### src/hw/pbw_pkg.sv
// Purpose: shared constants for the push-button wiper counter
// Assumes: 40 MHz clock, all intervals counted in 1 ms ticks
// Notes:   time figures are kept in ms, tick counts derive from them
package pbw_pkg;

  // ---------------------------------------------------------------
  // clock and tick
  // ---------------------------------------------------------------
  localparam int CLK_PERIOD_NS = 25;
  localparam int CLK_HZ        = 1_000_000_000 / CLK_PERIOD_NS;
  localparam int TICK_MS       = 1;
  localparam int TICK_CYCLES   = CLK_HZ / 1000 * TICK_MS;

  // ---------------------------------------------------------------
  // intervals in ms
  // ---------------------------------------------------------------
  localparam int DEBOUNCE_MS   = 15;   // debounce_window
  localparam int SPACING_MS    = 2;    // event_spacing
  localparam int SLOW_MS       = 250;
  localparam int FAST_MS       = 50;
  localparam int SLOW_SPAN_MS  = 1000;
  localparam int IDLE_SAVE_MS  = 2000;
  localparam int SHDN_MS       = 2000; // shutdown_hold_time
  localparam int RESUME_MS     = 250;
  localparam int NV_WRITE_MS   = 10;

  // ---------------------------------------------------------------
  // the same intervals in ticks
  // ---------------------------------------------------------------
  localparam int TMR_W = 11;
  localparam logic [TMR_W-1:0] DEBOUNCE_TK  = TMR_W'(DEBOUNCE_MS / TICK_MS);
  localparam logic [TMR_W-1:0] RELEASE_TK   = TMR_W'(SPACING_MS / TICK_MS);
  localparam logic [TMR_W-1:0] SLOW_TK      = TMR_W'(SLOW_MS / TICK_MS);
  localparam logic [TMR_W-1:0] FAST_TK      = TMR_W'(FAST_MS / TICK_MS);
  localparam logic [TMR_W-1:0] SLOW_SPAN_TK = TMR_W'(SLOW_SPAN_MS / TICK_MS);
  localparam logic [TMR_W-1:0] IDLE_SAVE_TK = TMR_W'(IDLE_SAVE_MS / TICK_MS);
  localparam logic [TMR_W-1:0] SHDN_TK      = TMR_W'(SHDN_MS / TICK_MS);
  localparam logic [TMR_W-1:0] RESUME_TK    = TMR_W'(RESUME_MS / TICK_MS);
  localparam logic [TMR_W-1:0] NV_WRITE_TK  = TMR_W'(NV_WRITE_MS / TICK_MS);
  localparam logic [TMR_W-1:0] TMR_MAX      = 11'h7ff;

  // ---------------------------------------------------------------
  // wiper
  // ---------------------------------------------------------------
  localparam int POS_W = 4;
  localparam int TAPS  = 16;
  localparam logic [POS_W-1:0] POS_TOP = 4'hf;
  localparam logic [POS_W-1:0] POS_BOT = 4'h0;
  localparam logic [TAPS-1:0]  TAP_LOW = 16'h0001;

  typedef enum logic [3:0] {
    ST_INIT, ST_IDLE, ST_SINGLE, ST_MULTI, ST_IGNORE, ST_SHDN_REL,
    ST_SHDN, ST_RESUME, ST_LOCK, ST_STORE
  } pbw_state_t;

endpackage

### src/hw/pbw_debounce.sv
// Purpose: synchronise and debounce one active-low button pin
// Assumes: tick is a one-cycle pulse every ms
// Notes:   press needs a steady low, release a shorter steady high
`timescale 1ns/1ps
module pbw_debounce
  import pbw_pkg::*;
(
  input  wire logic clk,      // system clock
  input  wire logic sys_rst,  // async reset, high
  input  wire logic tick,     // ms enable
  input  wire logic pin_n,    // raw button, low = pressed
  output logic      level_n,  // synchronised pin level
  output logic      pressed   // debounced press
);

  logic             sync1_q;
  logic             sync2_q;
  logic [TMR_W-1:0] cnt_q;
  logic             pressed_q;
  logic             differs;

  // ---------------------------------------------------------------
  // synchroniser
  // ---------------------------------------------------------------
  always_ff @(posedge clk or posedge sys_rst) begin
    if (sys_rst) begin
      sync1_q <= 1'b1;
      sync2_q <= 1'b1;
    end else begin
      sync1_q <= pin_n;
      sync2_q <= sync1_q;
    end
  end

  // the pin disagrees with the debounced state
  assign differs = (sync2_q == pressed_q);

  // ---------------------------------------------------------------
  // stability counter
  // ---------------------------------------------------------------
  // short glitches reset count
  always_ff @(posedge clk or posedge sys_rst) begin
    if (sys_rst) begin
      cnt_q     <= '0;
      pressed_q <= 1'b0;
    end else if (!differs) begin
      cnt_q <= '0;
    end else if (tick) begin
      if (cnt_q == (pressed_q ? RELEASE_TK : DEBOUNCE_TK) - 11'h001) begin
        cnt_q     <= '0;
        pressed_q <= !pressed_q;
      end else begin
        cnt_q <= cnt_q + 11'h001;
      end
    end
  end

  assign level_n = sync2_q;
  assign pressed = pressed_q;
endmodule

### src/hw/pbw_tap_decode.sv
// Purpose: one-hot tap select from the wiper counter
// Assumes: force_low selects the tap next to the low terminal
// Notes:   output is registered
`timescale 1ns/1ps
module pbw_tap_decode
  import pbw_pkg::*;
(
  input  wire logic             clk,       // system clock
  input  wire logic             sys_rst,   // async reset, high
  input  wire logic [POS_W-1:0] pos,       // wiper counter
  input  wire logic             force_low, // shutdown override
  output logic      [TAPS-1:0]  tap_sel    // one-hot tap switches
);

  logic [TAPS-1:0] sel_q;

  // ---------------------------------------------------------------
  // decode
  // ---------------------------------------------------------------
  // one switch per tap
  for (genvar i = 0; i < TAPS; i++) begin : g_tap
    always_ff @(posedge clk or posedge sys_rst) begin
      if (sys_rst) begin
        sel_q[i] <= TAP_LOW[i];
      end else begin
        sel_q[i] <= force_low ? TAP_LOW[i] : (pos == POS_W'(i));
      end
    end
  end

  assign tap_sel = sel_q;
endmodule

### src/hw/pbw_wiper_ctrl.sv
// Purpose: push-button control of a 16-tap wiper with store and shutdown
// Assumes: inputs synchronous-ish buttons with pull-ups, 40 MHz clock
// Notes:   nonvolatile cell is outside; recall value is read after reset
`timescale 1ns/1ps
module pbw_wiper_ctrl
  import pbw_pkg::*;
#(
  parameter int TICK_CLKS = TICK_CYCLES  // clocks per ms tick
)(
  input  wire logic             clk,               // 40 MHz clock
  input  wire logic             sys_rst,           // async reset, high
  input  wire logic             step_up_button_n,  // up button, low
  input  wire logic             step_down_button_n,// down button, low
  input  wire logic             store_mode_select_n,// store pin, low
  input  wire logic [POS_W-1:0] nv_recall_value,   // saved wiper value
  output logic      [TAPS-1:0]  tap_sel,           // one-hot tap switches
  output logic                  chain_top_en,      // high_terminal link
  output logic      [POS_W-1:0] wiper_pos,         // wiper counter
  output logic                  nv_store_stb,      // write request pulse
  output logic      [POS_W-1:0] nv_store_data,     // value to write
  output logic                  store_busy,        // write in progress
  output logic                  shutdown_active,   // in shutdown
  output logic                  auto_store_mode    // auto save selected
);

  pbw_state_t       st_q;
  pbw_state_t       st_d;
  logic [15:0]      div_q;
  logic             tick;
  logic [TMR_W-1:0] tmr_q;
  logic [TMR_W-1:0] rep_q;
  logic [TMR_W-1:0] period;
  logic [POS_W-1:0] pos_q;
  logic             dir_up_q;
  logic             dirty_q;
  logic             auto_q;
  logic             shdn_q;
  logic             stb_q;
  logic [POS_W-1:0] data_q;
  logic             up;
  logic             dn;
  logic             sp;
  logic             sp_level_n;
  logic             step_up;
  logic             step_dn;
  logic             store_go;
  logic             load;
  logic             rep_due;

  // ---------------------------------------------------------------
  // ms prescaler
  // ---------------------------------------------------------------
  // one tick per ms
  always_ff @(posedge clk or posedge sys_rst) begin
    if (sys_rst) begin
      div_q <= '0;
    end else if (div_q == 16'(TICK_CLKS - 1)) begin
      div_q <= '0;
    end else begin
      div_q <= div_q + 16'h0001;
    end
  end
  assign tick = (div_q == 16'(TICK_CLKS - 1));

  // ---------------------------------------------------------------
  // button front ends
  // ---------------------------------------------------------------
  // synchronised debouncers
  pbw_debounce u_db_up (
    .clk     (clk),
    .sys_rst (sys_rst),
    .tick    (tick),
    .pin_n   (step_up_button_n),
    .level_n (),
    .pressed (up)
  );
  pbw_debounce u_db_dn (
    .clk     (clk),
    .sys_rst (sys_rst),
    .tick    (tick),
    .pin_n   (step_down_button_n),
    .level_n (),
    .pressed (dn)
  );
  pbw_debounce u_db_sp (
    .clk     (clk),
    .sys_rst (sys_rst),
    .tick    (tick),
    .pin_n   (store_mode_select_n),
    .level_n (sp_level_n),
    .pressed (sp)
  );

  // ---------------------------------------------------------------
  // control state machine
  // ---------------------------------------------------------------
  // slow for first second
  assign period  = (tmr_q >= SLOW_SPAN_TK) ? FAST_TK : SLOW_TK;
  assign rep_due = tick && (rep_q == period - 11'h001);

  always_comb begin
    st_d     = st_q;
    step_up  = 1'b0;
    step_dn  = 1'b0;
    store_go = 1'b0;
    load     = 1'b0;
    case (st_q)
      ST_INIT: begin
        if (tick) begin
          load = 1'b1;
          st_d = ST_IDLE;
        end
      end
      ST_IDLE: begin
        if (!auto_q && sp) begin
          st_d = ST_LOCK;
        end else if (up && dn) begin
          st_d = ST_MULTI;
        end else if (up) begin
          step_up = 1'b1;
          st_d    = ST_SINGLE;
        end else if (dn) begin
          step_dn = 1'b1;
          st_d    = ST_SINGLE;
        end else if (auto_q && dirty_q && tmr_q >= IDLE_SAVE_TK) begin
          store_go = 1'b1;
          st_d     = ST_STORE;
        end
      end
      ST_SINGLE: begin
        if (!auto_q && sp) begin
          st_d = ST_IGNORE;
        end else if (up && dn) begin
          st_d = (tmr_q < DEBOUNCE_TK) ? ST_MULTI : ST_IGNORE;
        end else if (!up && !dn) begin
          st_d = ST_IDLE;
        end else if (rep_due) begin
          step_up = dir_up_q;
          step_dn = !dir_up_q;
        end
      end
      ST_MULTI: begin
        if (!(up && dn)) begin
          st_d = ST_IGNORE;
        end else if (tmr_q >= SHDN_TK) begin
          st_d = ST_SHDN_REL;
        end
      end
      ST_IGNORE: begin
        if (!up && !dn && !(sp && !auto_q)) begin
          st_d = ST_IDLE;
        end
      end
      ST_SHDN_REL: begin
        if (!up && !dn && !(sp && !auto_q)) begin
          st_d = ST_SHDN;
        end
      end
      ST_SHDN: begin
        if (up || dn || (sp && !auto_q)) begin
          st_d = ST_RESUME;
        end
      end
      ST_RESUME: begin
        if (!up && !dn && !(sp && !auto_q)) begin
          st_d = ST_IDLE;
        end else if ((up ^ dn) && tmr_q >= RESUME_TK) begin
          step_up = up;
          step_dn = dn;
          st_d    = ST_SINGLE;
        end
      end
      ST_LOCK: begin
        if (!sp) begin
          store_go = 1'b1;
          st_d     = ST_STORE;
        end
      end
      ST_STORE: begin
        if (tmr_q >= NV_WRITE_TK) begin
          st_d = ST_IGNORE;
        end
      end
      default: st_d = ST_IDLE;
    endcase
  end

  always_ff @(posedge clk or posedge sys_rst) begin
    if (sys_rst) begin
      st_q <= ST_INIT;
    end else begin
      st_q <= st_d;
    end
  end

  // ---------------------------------------------------------------
  // timers
  // ---------------------------------------------------------------
  // time spent in state
  always_ff @(posedge clk or posedge sys_rst) begin
    if (sys_rst) begin
      tmr_q <= '0;
    end else if (st_d != st_q) begin
      tmr_q <= '0;
    end else if (tick && tmr_q != TMR_MAX) begin
      tmr_q <= tmr_q + 11'h001;
    end
  end

  always_ff @(posedge clk or posedge sys_rst) begin
    if (sys_rst) begin
      rep_q <= '0;
    end else if (st_d != st_q || step_up || step_dn) begin
      rep_q <= '0;
    end else if (tick) begin
      rep_q <= rep_q + 11'h001;
    end
  end

  // ---------------------------------------------------------------
  // wiper counter
  // ---------------------------------------------------------------
  always_ff @(posedge clk or posedge sys_rst) begin
    if (sys_rst) begin
      pos_q <= POS_BOT;
    end else if (load) begin
      pos_q <= nv_recall_value;
    end else if (step_up && pos_q != POS_TOP) begin
      pos_q <= pos_q + 4'h1;
    end else if (step_dn && pos_q != POS_BOT) begin
      pos_q <= pos_q - 4'h1;
    end
  end

  always_ff @(posedge clk or posedge sys_rst) begin
    if (sys_rst) begin
      dir_up_q <= 1'b1;
    end else if (step_up) begin
      dir_up_q <= 1'b1;
    end else if (step_dn) begin
      dir_up_q <= 1'b0;
    end
  end

  always_ff @(posedge clk or posedge sys_rst) begin
    if (sys_rst) begin
      dirty_q <= 1'b0;
    end else if (step_up || step_dn) begin
      dirty_q <= 1'b1;
    end else if (store_go) begin
      dirty_q <= 1'b0;
    end
  end

  // ---------------------------------------------------------------
  // store mode and store request
  // ---------------------------------------------------------------
  // strap caught after reset
  always_ff @(posedge clk or posedge sys_rst) begin
    if (sys_rst) begin
      auto_q <= 1'b0;
    end else if (load) begin
      auto_q <= !sp_level_n;
    end
  end

  always_ff @(posedge clk or posedge sys_rst) begin
    if (sys_rst) begin
      stb_q  <= 1'b0;
      data_q <= '0;
    end else begin
      stb_q <= store_go;
      if (store_go) begin
        data_q <= pos_q;
      end
    end
  end

  always_ff @(posedge clk or posedge sys_rst) begin
    if (sys_rst) begin
      shdn_q <= 1'b0;
    end else begin
      shdn_q <= (st_d == ST_SHDN_REL) || (st_d == ST_SHDN);
    end
  end

  pbw_tap_decode u_dec (
    .clk       (clk),
    .sys_rst   (sys_rst),
    .pos       (pos_q),
    .force_low (shdn_q),
    .tap_sel   (tap_sel)
  );

  assign chain_top_en    = !shdn_q;
  assign wiper_pos       = pos_q;
  assign nv_store_stb    = stb_q;
  assign nv_store_data   = data_q;
  assign store_busy      = (st_q == ST_STORE);
  assign shutdown_active = shdn_q;
  assign auto_store_mode = auto_q;
endmodule

### config.mk
export PLATFORM = sky130hd
export DESIGN_NAME = pbw_wiper_ctrl
export DESIGN_NICKNAME = d
export VERILOG_FILES = /design/src/hw/pbw_pkg.sv /design/src/hw/pbw_debounce.sv /design/src/hw/pbw_tap_decode.sv /design/src/hw/pbw_wiper_ctrl.sv
export SDC_FILE = /design/constraint.sdc
export NUM_CORES = 1
export LEC_CHECK = 0
export ABC_AREA = 1
export BUFFER_PORTS_ARGS = -buffer_cell sky130_fd_sc_hd__buf_2
export CAP_MARGIN = 20
export CORE_ASPECT_RATIO = 0.5
export CORE_UTILIZATION = 40
export DETAILED_ROUTE_END_ITERATION = 7
export PLACE_DENSITY = 0.65
export SETUP_SLACK_MARGIN = 0.05
export SLEW_MARGIN = 20
export SYNTH_ARGS = -nofsm -noshare
export SYNTH_HDL_FRONTEND = slang
export SYNTH_SLANG_ARGS = --single-unit
### constraint.sdc
create_clock -name clk -period 3.95 [get_ports clk]
set_clock_uncertainty 0.15 [all_clocks]
set_input_delay 1.185 -clock clk [delete_from_list [all_inputs] [get_ports clk]]
set_output_delay 1.185 -clock clk [all_outputs]
set_load 0.02 [all_outputs]
==> impl_metrics.env, run 1 <==
export IMPL_antenna_found_initial=0
export IMPL_root_buffer="clkbuf_16"
export IMPL_start_kind="flip-flop"
export IMPL_synth_fp_nets=795
export IMPL_cts_tree="yes"
export IMPL_critical_path_class="flip-flop to output port"
export IMPL_internal_power_mw=1.97
export IMPL_port_buffers=37
export IMPL_postSynthCellCount=770
export IMPL_dpl_hpwl_mm=9.71
export IMPL_nets=841
export IMPL_async_flop_share=1.00
export IMPL_hold_depth=0
export IMPL_slowest_delay_ns=0.48
export IMPL_synth_top_area_frac=0.427
export IMPL_finalSetupViolations=0
export IMPL_ys_warn_count=0
export IMPL_cts_resized=0
export IMPL_h_tree_depth=4
export IMPL_core_area_um2=14700
export IMPL_peakVddDrop_v=0.000300
export IMPL_hold_end="u_db_dn.level_n$_DFF_PP1_"
export IMPL_rsz0062_at_grt="false"
export IMPL_tightest_slew_ns=0.838
export IMPL_critical_path_top_delay_family="flip-flops"
export IMPL_swShare=0.235
export IMPL_post_cts_buffers=0
export IMPL_avgSynthCellArea_um2=7.99
export IMPL_required_ns=2.61
export IMPL_fin_crit_sh=0.740
export IMPL_cts_buffers=17
export IMPL_drt_wirelength_per_cell_um=13.2
export IMPL_post_place_cells=995
export IMPL_p_leak_nw=3.41
export IMPL_grt_overflow=0
export IMPL_dieArea_um2=15900
export IMPL_wirelength_mm=13.5
export IMPL_gp_congestion=0.901
export IMPL_drc_errors=0
export IMPL_status="finished clean"
export IMPL_fmax_mhz=342
export IMPL_ys_ff_latch=113
export IMPL_synth_top_area_cell="dfrtp_1"
export IMPL_r2r_start="u_db_dn.pressed$_DFFE_PP0P_"
export IMPL_r2r_end="rep_q[2]$_DFFE_PP0P_"
export IMPL_seqPwrFrac=0.453
export IMPL_cts_sinks=113
export IMPL_yosys_top_cells_area="dfrtp_1, nand2_1, nor2_1"
export IMPL_cts_hold_buf=0
export IMPL_crit_buf_inv=2
export IMPL_first_iter_violations=431
export IMPL_die_w_um=177
export IMPL_min_delay_start="u_db_dn.sync1_q$_DFF_PP1_"
export IMPL_r2r_setup_slack_ns=1.10
export IMPL_synth_cell_area_um2=6150
export IMPL_clock_latency_ns=0.41
export IMPL_fin_util=0.480
export IMPL_power_density_nw_per_um2=365
export IMPL_cp_depth=4
export IMPL_synth_distinct_cells=44
export IMPL_cp_max_fo=7
export IMPL_finalHoldViolCount=0
export IMPL_dr_total_vias=5135
export IMPL_slew_headroom=0.440
export IMPL_synth_edf_count=0
export IMPL_final_antenna_net_count=0
export IMPL_area_delta_synth_final_pct=14.9
export IMPL_die_h_um=89.7
export IMPL_via_per_inst=5.00
export IMPL_worstPathArrival_ns=1.59
export IMPL_cp_cell_sequence="inv_2 -> nand2_4 -> nor3_2 -> buf_2"
export IMPL_p_sw_mw=0.606
export IMPL_synthTopCellsByCount="nand2_1, nor2_1, dfrtp_1"
export IMPL_p_total_mw=2.58
export IMPL_fin_cells=1027
export IMPL_grt_pass1_vias=5036
export IMPL_gr_usage_all_layers=0.184
export IMPL_io_pins=38
export IMPL_grt_first_pass_wirelength_mm=23.6
export IMPL_pwr_share_clk=0.527
export IMPL_yosysMostFrequentCell="nand2_1"
export IMPL_path_clk_slew_ns=0.05
export IMPL_min_path_type="flip-flop to flip-flop"
export IMPL_critPathSlowestCell="dfrtp_1"
export IMPL_fillers=1398
export IMPL_drive_above_1_share=0.154
export IMPL_fin_crit_ns=2.92
export IMPL_drv_slew=0
export IMPL_synth_ff_type="dfrtp_1"
export IMPL_rows=31
export IMPL_diodes=0
export IMPL_grt_max_degree=44
export IMPL_endpoint_kind="output port"
export IMPL_r2r_cells=12
export IMPL_tns_ns=0
export IMPL_cts_buffer_depth=2
export IMPL_power_share_combinational=0.020
export IMPL_ys_seq_area_frac=0.461
export IMPL_start_util=0.417
export IMPL_maxCapViolCount=0
export IMPL_firstDrtPassIters=6
layout make-up:
type,instances,area (um2),share of cell area
multi-input combinational,545,2870,0.405
sequential,113,2840,0.401
clock inverter,14,95.1,0.0134
tap,198,248,0.0350
clock buffer,18,429,0.0607
inverter,99,375,0.0531
timing repair buffer,40,220,0.0311
worst max-delay path by stage:
stage / startpoint / endpoint / slack (ns)
floorplan: sys_rst / auto_store_mode$_DFFE_PP0P_ / 1.25
global placement: u_db_dn.pressed$_DFFE_PP0P_ / rep_q[2]$_DFFE_PP0P_ / 1.24
detailed placement: u_db_dn.pressed$_DFFE_PP0P_ / rep_q[2]$_DFFE_PP0P_ / 1.11
CTS: st_q[1]$_DFF_PP0_ / store_busy / 1.03
global route: u_db_dn.pressed$_DFFE_PP0P_ / rep_q[0]$_DFFE_PP0P_ / 0.80
finish: st_q[1]$_DFF_PP0_ / store_busy / 1.03
sequential cells by signal, summed over array words and instances, names as in the netlist, 4 cells and up:
signal / count
div_q: 16
nv_store_data: 4
rep_q: 11
st_q: 4
tmr_q: 11
u_db_dn.cnt_q: 11
u_db_sp.cnt_q: 11
u_db_up.cnt_q: 11
u_dec.tap_sel: 16
wiper_pos: 4
worst register-to-register path, cell delays in order, from the launching register on:
cell and delay, ns:
dfrtp_1 0.48, inv_1 0.18, ha_1 0.22, inv_1 0.07, nor2_1 0.21, nor2_1 0.13, nand2_1 0.09, nor2_1 0.05
a21oi_1 0.23, nand2_2 0.14, nor2_1 0.19, nand4_2 0.43, nor2_1 0.22
metrics by stage:
stage	setup slack [ns]	hold WS (ns)	cell area, um2
2_1_floorplan	1.25	0.195	6160
6_report	1.03	0.207	7070
5_1_grt	0.800	0.214	7070
4_1_cts	1.03	0.208	7070
3_5_place_dp	1.11	0.200	6550
3_3_place_gp	1.24	0.196	6550
power groups by stage:
| stage | combinational [mW] | sequential, mW | clock [mW] |
|---|---|---|---|
| after floorplan | 0.0338 | 1.19 | 0 |
| after global placement | 0.0530 | 1.19 | 0 |
| after detailed placement | 0.0538 | 1.19 | 0 |
| after CTS | 0.0539 | 1.17 | 1.39 |
| after global routing | 0.0603 | 1.17 | 1.44 |
| final | 0.0517 | 1.17 | 1.36 |
cell usage in the layout, fill, tap and decap left out, types with 4 or more instances in the layout:
master      instances
nand2_1           142
nor2_1            111
dfrtp_1           105
inv_1              93
nand3_1            59
buf_2              37
o21ai_0            35
a21oi_1            31
nor2_2             22
xor2_1             20
nor3_1             20
nand4_1            18
clkbuf_16          17
ha_1               16
xnor2_1             9
dfstp_2             8
clkinv_2            6
inv_2               5
nor4_1              5
a31oi_1             5
clkinvlp_4          5
nand2_2             4
nand3b_1            4
nor3b_1             4
cells by family (layout without fill, tap and decap cells):
kind of cell	after synthesis	after routing	share of synthesized area
compound gates	92	92	0.0856
buf+inv	112	171	0.0728
fa+ha+maj	16	16	0.0325
flops	113	113	0.461
xor+xnor	29	29	0.0413
simple gates	408	408	0.307
layer usage:
layer / vias to the layer above / share of wire / GRT usage
met1: 2405 / 0.50 / 0.258
met5: - / 0 / 0
met3: 15 / 0.044 / 0.0393
met2: 119 / 0.45 / 0.284
met4: 0 / 0.0094 / 0.0506
li1: 2596 / - / -
Power figures use the tool's default switching activity.
==> run 2, diff against run 1 <==
Settings changed: ABC_AREA 1 to 0, PLACE_DENSITY 0.65 to 0.62.
Clock period 3.95 ns to 2.9 ns, I/O delays scaled along.
==> run 2 against run 1 <==
- via count shrank 7.2%
- total power grew 49%
- sequential cell count is the same
- highest routed layer unchanged
- critical endpoint is now tmr_q[5]$_DFFE_PP0P_
- combinational power grew 57%
- non-clock buffer count grew 43
- final cell count shrank 12%
- critical path depth grew 3
==> impl_metrics.env, run 2 <==
export IMPL_fin_cells=905
export IMPL_synth_ff_type="dfrtp_1"
export IMPL_start_util=0.410
export IMPL_grt_first_pass_wirelength_mm=22.4
export IMPL_dp_slack_ns=0.0472
export IMPL_cts_buffer_depth=2
export IMPL_worstPathArrival_ns=2.99
export IMPL_tns_ns=0
export IMPL_antenna_found_initial=0
export IMPL_port_buffers=37
export IMPL_finalWorstSetupSlack_ns=0.0555
export IMPL_power_density_nw_per_um2=520
export IMPL_finalSetupViolations=0
export IMPL_synthMuxAreaShare=0.0139
export IMPL_cp_max_fo=15
export IMPL_synth_top_area_frac=0.442
export IMPL_via_per_inst=5.27
export IMPL_final_common_cell="dfrtp_1"
export IMPL_ys_ff_latch=113
export IMPL_area_delta_synth_final_pct=24.4
export IMPL_status="finished clean"
export IMPL_post_place_cells=865
export IMPL_peakVddDrop_v=0.000416
export IMPL_synthSimpleGateAreaFrac=0.259
export IMPL_first_iter_violations=286
export IMPL_yosysMostFrequentCell="dfrtp_1"
export IMPL_cts_buffers=17
export IMPL_final_antenna_net_count=0
export IMPL_gp_congestion=0.837
export IMPL_drt_wirelength_per_cell_um=15.1
export IMPL_synth_top_area_cell="dfrtp_1"
export IMPL_die_w_um=174
export IMPL_fmax_mhz=352
export IMPL_synth_edf_count=0
export IMPL_fin_util=0.510
export IMPL_avgSynthCellArea_um2=9.65
export IMPL_dr_total_vias=4767
export IMPL_yosys_top_cells_area="dfrtp_1, nor2_1, xnor2_1"
export IMPL_finalHoldViolCount=0
export IMPL_rsz0062_at_grt="true"
export IMPL_worst_path_most_repeated_cell="or4_4"
export IMPL_endpoint_kind="flip-flop"
export IMPL_drive_above_1_share=0.233
export IMPL_cts_hold_buf=0
export IMPL_tightest_slew_ns=0.756
export IMPL_fin_crit_ns=2.84
export IMPL_rows=31
export IMPL_critical_path_class="flip-flop to flip-flop"
export IMPL_maxCapViolCount=0
export IMPL_wirelength_mm=13.6
export IMPL_synth_compound_area_frac=0.0991
export IMPL_path_clk_slew_ns=0.05
export IMPL_holdWs_ns=0.204
export IMPL_required_ns=3.04
export IMPL_clock_latency_ns=0.41
export IMPL_postSynthCellCount=616
export IMPL_ys_warn_count=0
export IMPL_synth_cell_area_um2=5950
export IMPL_io_pins=38
export IMPL_dieArea_um2=15400
export IMPL_slowest_delay_ns=0.56
export IMPL_die_h_um=88.2
export IMPL_grt_overflow=0
export IMPL_cts_tree="yes"
export IMPL_synth_distinct_cells=61
export IMPL_synthTopCellsByCount="dfrtp_1, nor2_1, nand2_1"
export IMPL_synth_xor_area_frac=0.0854
export IMPL_start_kind="flip-flop"
export IMPL_mostFrequentLayoutCells="dfrtp_1, nor2_1, nand2_1"
export IMPL_drv_slew=0
export IMPL_synth_fp_nets=641
export IMPL_grt_pass1_vias=4536
export IMPL_firstDrtPassIters=5
export IMPL_gr_usage_all_layers=0.183
export IMPL_dpl_hpwl_mm=9.22
export IMPL_root_buffer="clkbuf_16"
export IMPL_min_path_type="flip-flop to flip-flop"
export IMPL_synth_top_family_by_area="simple AND/OR/NAND/NOR gates"
export IMPL_grt_max_degree=32
export IMPL_critPathSlowestCell="or4b_4"
export IMPL_async_flop_share=1.00
export IMPL_p_leak_nw=3.32
export IMPL_ys_seq_area_frac=0.477
export IMPL_drc_errors=0
export IMPL_fin_crit_sh=0.981
export IMPL_diodes=0
export IMPL_nets=719
export IMPL_h_tree_depth=4
export IMPL_slew_headroom=0.496
export IMPL_cts_sinks=113
export IMPL_cp_cell_sequence="or4b_4 -> or4_4 -> or4_4 -> a31o_4 -> o2111ai_4 -> buf_12 -> a21oi_1"
export IMPL_core_area_um2=14500
export IMPL_synth_fa_ha_area_frac=0.0337
==> run 2: cell count changes after synthesis, sizes merged, moves of 8 or more <==
cell,before,now
xor2,20,28
inv,99,18
and3,3,17
a21oi,31,13
and2,0,19
clkbuf,6,20
nand2,147,52
nand3,62,36
nor2,136,70
xnor2,9,30
==> run 2: per-stage QoR <==
step	total power [mW]	area, um2
floorplan	1.67	5970
global placement	1.70	6640
detailed placement	1.70	6640
CTS	3.89	7270
global route	3.96	7400
finish	3.85	7400
==> run 2: power breakdown <==
group | internal [mW] | total, mW | switching (mW)
Combinational | 0.0243 | 0.0814 | 0.0571
Sequential | 1.59 | 1.59 | 0.00547
Clock | 1.38 | 2.17 | 0.787
Total | 3.00 | 3.85 | 0.850
==> run 2: area by class of cell <==
class	count	area (um2)
fillers	1319	7110
multi-input cells	461	3040
flip-flops and latches	113	2840
repair buffers	83	584
clock buffers	18	439
well taps	198	248
clock inverters	14	179
inverters	18	71.3
==> run 2: cells by family after synthesis <==
| family | Yosys count |
|---|---|
| compound gates | 88 |
| simple gates | 291 |
| xor+xnor | 58 |
| fa+ha+maj | 16 |
| buf+inv | 42 |
| flops | 113 |
| mux | 8 |
==> run 2: what timing repair did <==
| action | 4_1_cts | 5_1_grt |
|---|---|---|
| gates resized for setup | 3 | 14 |
| setup buffers | 0 | 8 |
| endpoints found under the setup margin | 10 | 30 |
| pin swaps | 1 | 0 |
==> run 2: per-layer routing <==
layer / global-route usage / vias to the layer above / share of wire
met5: 0 / - / 0
met4: 0.0678 / 0 / 0.0091
met3: 0.0318 / 13 / 0.036
met2: 0.292 / 99 / 0.46
met1: 0.253 / 2323 / 0.50
li1: - / 2332 / -
==> run 2: final timing paths <==
check,to,start,slack [ns],cells after the start
max,tmr_q[5]$_DFFE_PP0P_,div_q[14]$_DFF_PP0_,0.06,7
min in group asynchronous,u_db_sp.cnt_q[6]$_DFFE_PP0P_,sys_rst,0.41,2
min reg2reg,u_db_up.level_n$_DFF_PP1_,u_db_up.sync1_q$_DFF_PP1_,0.20,0
max reg2reg,tmr_q[5]$_DFFE_PP0P_,div_q[14]$_DFF_PP0_,0.06,7
max in group asynchronous,u_db_dn.sync1_q$_DFF_PP1_,sys_rst,1.56,3
min,u_db_up.level_n$_DFF_PP1_,u_db_up.sync1_q$_DFF_PP1_,0.20,0
==> run 2: worst max-delay path: cells and delay by family (launching register included) <==
kind / cells / cell delay, ns
AO/OA/AOI/OAI: 3 / 0.42
AND/OR/NAND/NOR: 3 / 1.58
buffers and inverters: 1 / 0.19
flip-flops: 1 / 0.38
==> run 3, diff against run 2 <==
Settings changed: CORE_UTILIZATION 40 to 45, PLACE_DENSITY 0.62 to 0.68.
==> run 3 against run 2 <==
- fmax down 1.3%
- critical path type unchanged
- via count up 0.34%
- routed wire length down 4.3%
- worst setup slack worse by 0.036 ns
- largest cell class unchanged
- core utilization up 6.7 points
- total power up 4.7%
- clock-buffer cell count unchanged
- clock power up 9%
- combinational power down 9.3%
- sequential share of layout area up 0.13 points
- sequential power about the same
==> impl_metrics.env, run 3 (synthesized netlist as in run 2, its figures left out) <==
export IMPL_status="finished clean"
export IMPL_antenna_found_initial=0
export IMPL_fillers=1072
export IMPL_p_leak_nw=3.32
export IMPL_maxCapViolCount=0
export IMPL_r2r_start="div_q[7]$_DFF_PP0_"
export IMPL_finalHoldViolCount=0
export IMPL_wirelength_mm=13.1
export IMPL_grt_max_degree=114
export IMPL_cts_tree="yes"
export IMPL_area_delta_synth_final_pct=23.9
export IMPL_min_delay_start="u_db_up.sync1_q$_DFF_PP1_"
export IMPL_die_w_um=165
export IMPL_tightest_slew_ns=0.717
export IMPL_endpoint_kind="flip-flop"
export IMPL_core_area_um2=12800
export IMPL_io_pins=38
export IMPL_power_density_nw_per_um2=547
export IMPL_port_buffers=37
export IMPL_min_path_type="flip-flop to flip-flop"
export IMPL_fin_crit_sh=0.993
export IMPL_diodes=0
export IMPL_final_antenna_net_count=0
export IMPL_required_ns=3.04
export IMPL_via_per_inst=5.47
export IMPL_worstPathArrival_ns=3.02
export IMPL_first_iter_violations=447
export IMPL_fin_crit_ns=2.88
export IMPL_gr_usage_all_layers=0.199
export IMPL_clock_latency_ns=0.42
export IMPL_nets=716
export IMPL_cp_max_fo=5
export IMPL_h_tree_depth=4
export IMPL_rsz0062_at_grt="true"
export IMPL_dieArea_um2=13700
export IMPL_drc_errors=0
export IMPL_rows=29
export IMPL_hold_end="u_db_up.level_n$_DFF_PP1_"
export IMPL_cts_hold_buf=0
export IMPL_drv_slew=0
export IMPL_grt_pass1_vias=4510
export IMPL_peakVddDrop_v=0.000409
export IMPL_cts_buffer_depth=2
export IMPL_drive_above_1_share=0.220
export IMPL_root_buffer="clkbuf_16"
export IMPL_start_util=0.466
export IMPL_r2r_cells=7
export IMPL_cts_sinks=113
export IMPL_start_kind="flip-flop"
export IMPL_r2r_setup_slack_ns=0.02
export IMPL_r2r_end="rep_q[2]$_DFFE_PP0P_"
export IMPL_cts_buffers=17
export IMPL_dpl_hpwl_mm=8.50
export IMPL_die_h_um=83.3
export IMPL_firstDrtPassIters=5
export IMPL_finalSetupViolations=0
export IMPL_gp_congestion=0.910
export IMPL_dr_total_vias=4783
export IMPL_slew_headroom=0.522
export IMPL_fmax_mhz=347
export IMPL_finalWorstSetupSlack_ns=0.0191
export IMPL_mostFrequentLayoutCells="dfrtp_1, nor2_1, nand2_1"
export IMPL_hold_depth=0
export IMPL_critical_path_class="flip-flop to flip-flop"
export IMPL_dp_slack_ns=0.0326
export IMPL_final_common_cell="dfrtp_1"
export IMPL_drt_wirelength_per_cell_um=14.9
export IMPL_grt_first_pass_wirelength_mm=21.5
export IMPL_fin_util=0.577
export IMPL_path_clk_slew_ns=0.06
export IMPL_grt_overflow=0
## run 3: final cells by class
| class | instances | area [um2] | area share |
|---|---|---|---|
| sequential | 113 | 2840 | 0.385 |
| tap | 170 | 213 | 0.0289 |
| clock inverter | 14 | 226 | 0.0307 |
| multi-input combinational | 461 | 3010 | 0.409 |
| timing repair buffer | 80 | 568 | 0.0771 |
| inverter | 18 | 71.3 | 0.00968 |
| clock buffer | 18 | 439 | 0.0596 |
## run 3: worst max path at each step
stage | end | from
3_3_place_gp | rep_q[6]$_DFFE_PP0P_ | div_q[13]$_DFF_PP0_
3_5_place_dp | rep_q[5]$_DFFE_PP0P_ | div_q[13]$_DFF_PP0_
6_report | rep_q[2]$_DFFE_PP0P_ | div_q[7]$_DFF_PP0_
5_1_grt | rep_q[0]$_DFFE_PP0P_ | div_q[7]$_DFF_PP0_
2_1_floorplan | rep_q[10]$_DFFE_PP0P_ | div_q[6]$_DFF_PP0_
4_1_cts | rep_q[2]$_DFFE_PP0P_ | div_q[13]$_DFF_PP0_
## run 3: routing by layer
metal / share of wire / GRT usage / wire length (um) / vias up
met5: 0 / 0 / 0 / -
met4: 0.020 / 0.0717 / 263 / 0
met3: 0.046 / 0.0524 / 604 / 23
met2: 0.44 / 0.301 / 5770 / 130
met1: 0.49 / 0.273 / 6410 / 2301
li1: - / - / - / 2329
## run 3: metrics by stage
step | total power, mW | TNS, ns | cells | area (um2) | hold slack, ns
2_1_floorplan | 1.67 | -1.51 | 616 | 5970 | 0.195
3_3_place_gp | 1.70 | 0 | 833 | 6550 | 0.196
3_5_place_dp | 1.70 | 0 | 833 | 6550 | 0.203
4_1_cts | 4.05 | 0 | 865 | 7210 | 0.213
5_1_grt | 4.14 | -0.286 | 874 | 7370 | 0.213
6_report | 4.03 | 0 | 874 | 7370 | 0.212
## run 3: worst max-delay path, stage by stage (launching register included)
cell and delay (ns):
dfrtp_1 0.37, or4b_4 0.54, or4_4 0.53, or4_4 0.47, a31o_4 0.27, o2111ai_4 0.13, clkbuf_16 0.23, nor3_1 0.05
## run 3: what timing repair did
action | CTS | global route
endpoints found under the setup margin | 20 | 29
gates cloned | 0 | 2
pin swaps | 0 | 1
gates resized for setup | 0 | 11
setup buffers | 0 | 7
## run 3: where the power goes
part           total, mW  leakage [nW]  internal [mW]  switching, mW
Combinational     0.0738          1.48         0.0189         0.0549
Sequential          1.59          1.52           1.59        0.00501
Clock               2.36         0.318           1.56          0.798
Total               4.03          3.32           3.17          0.858
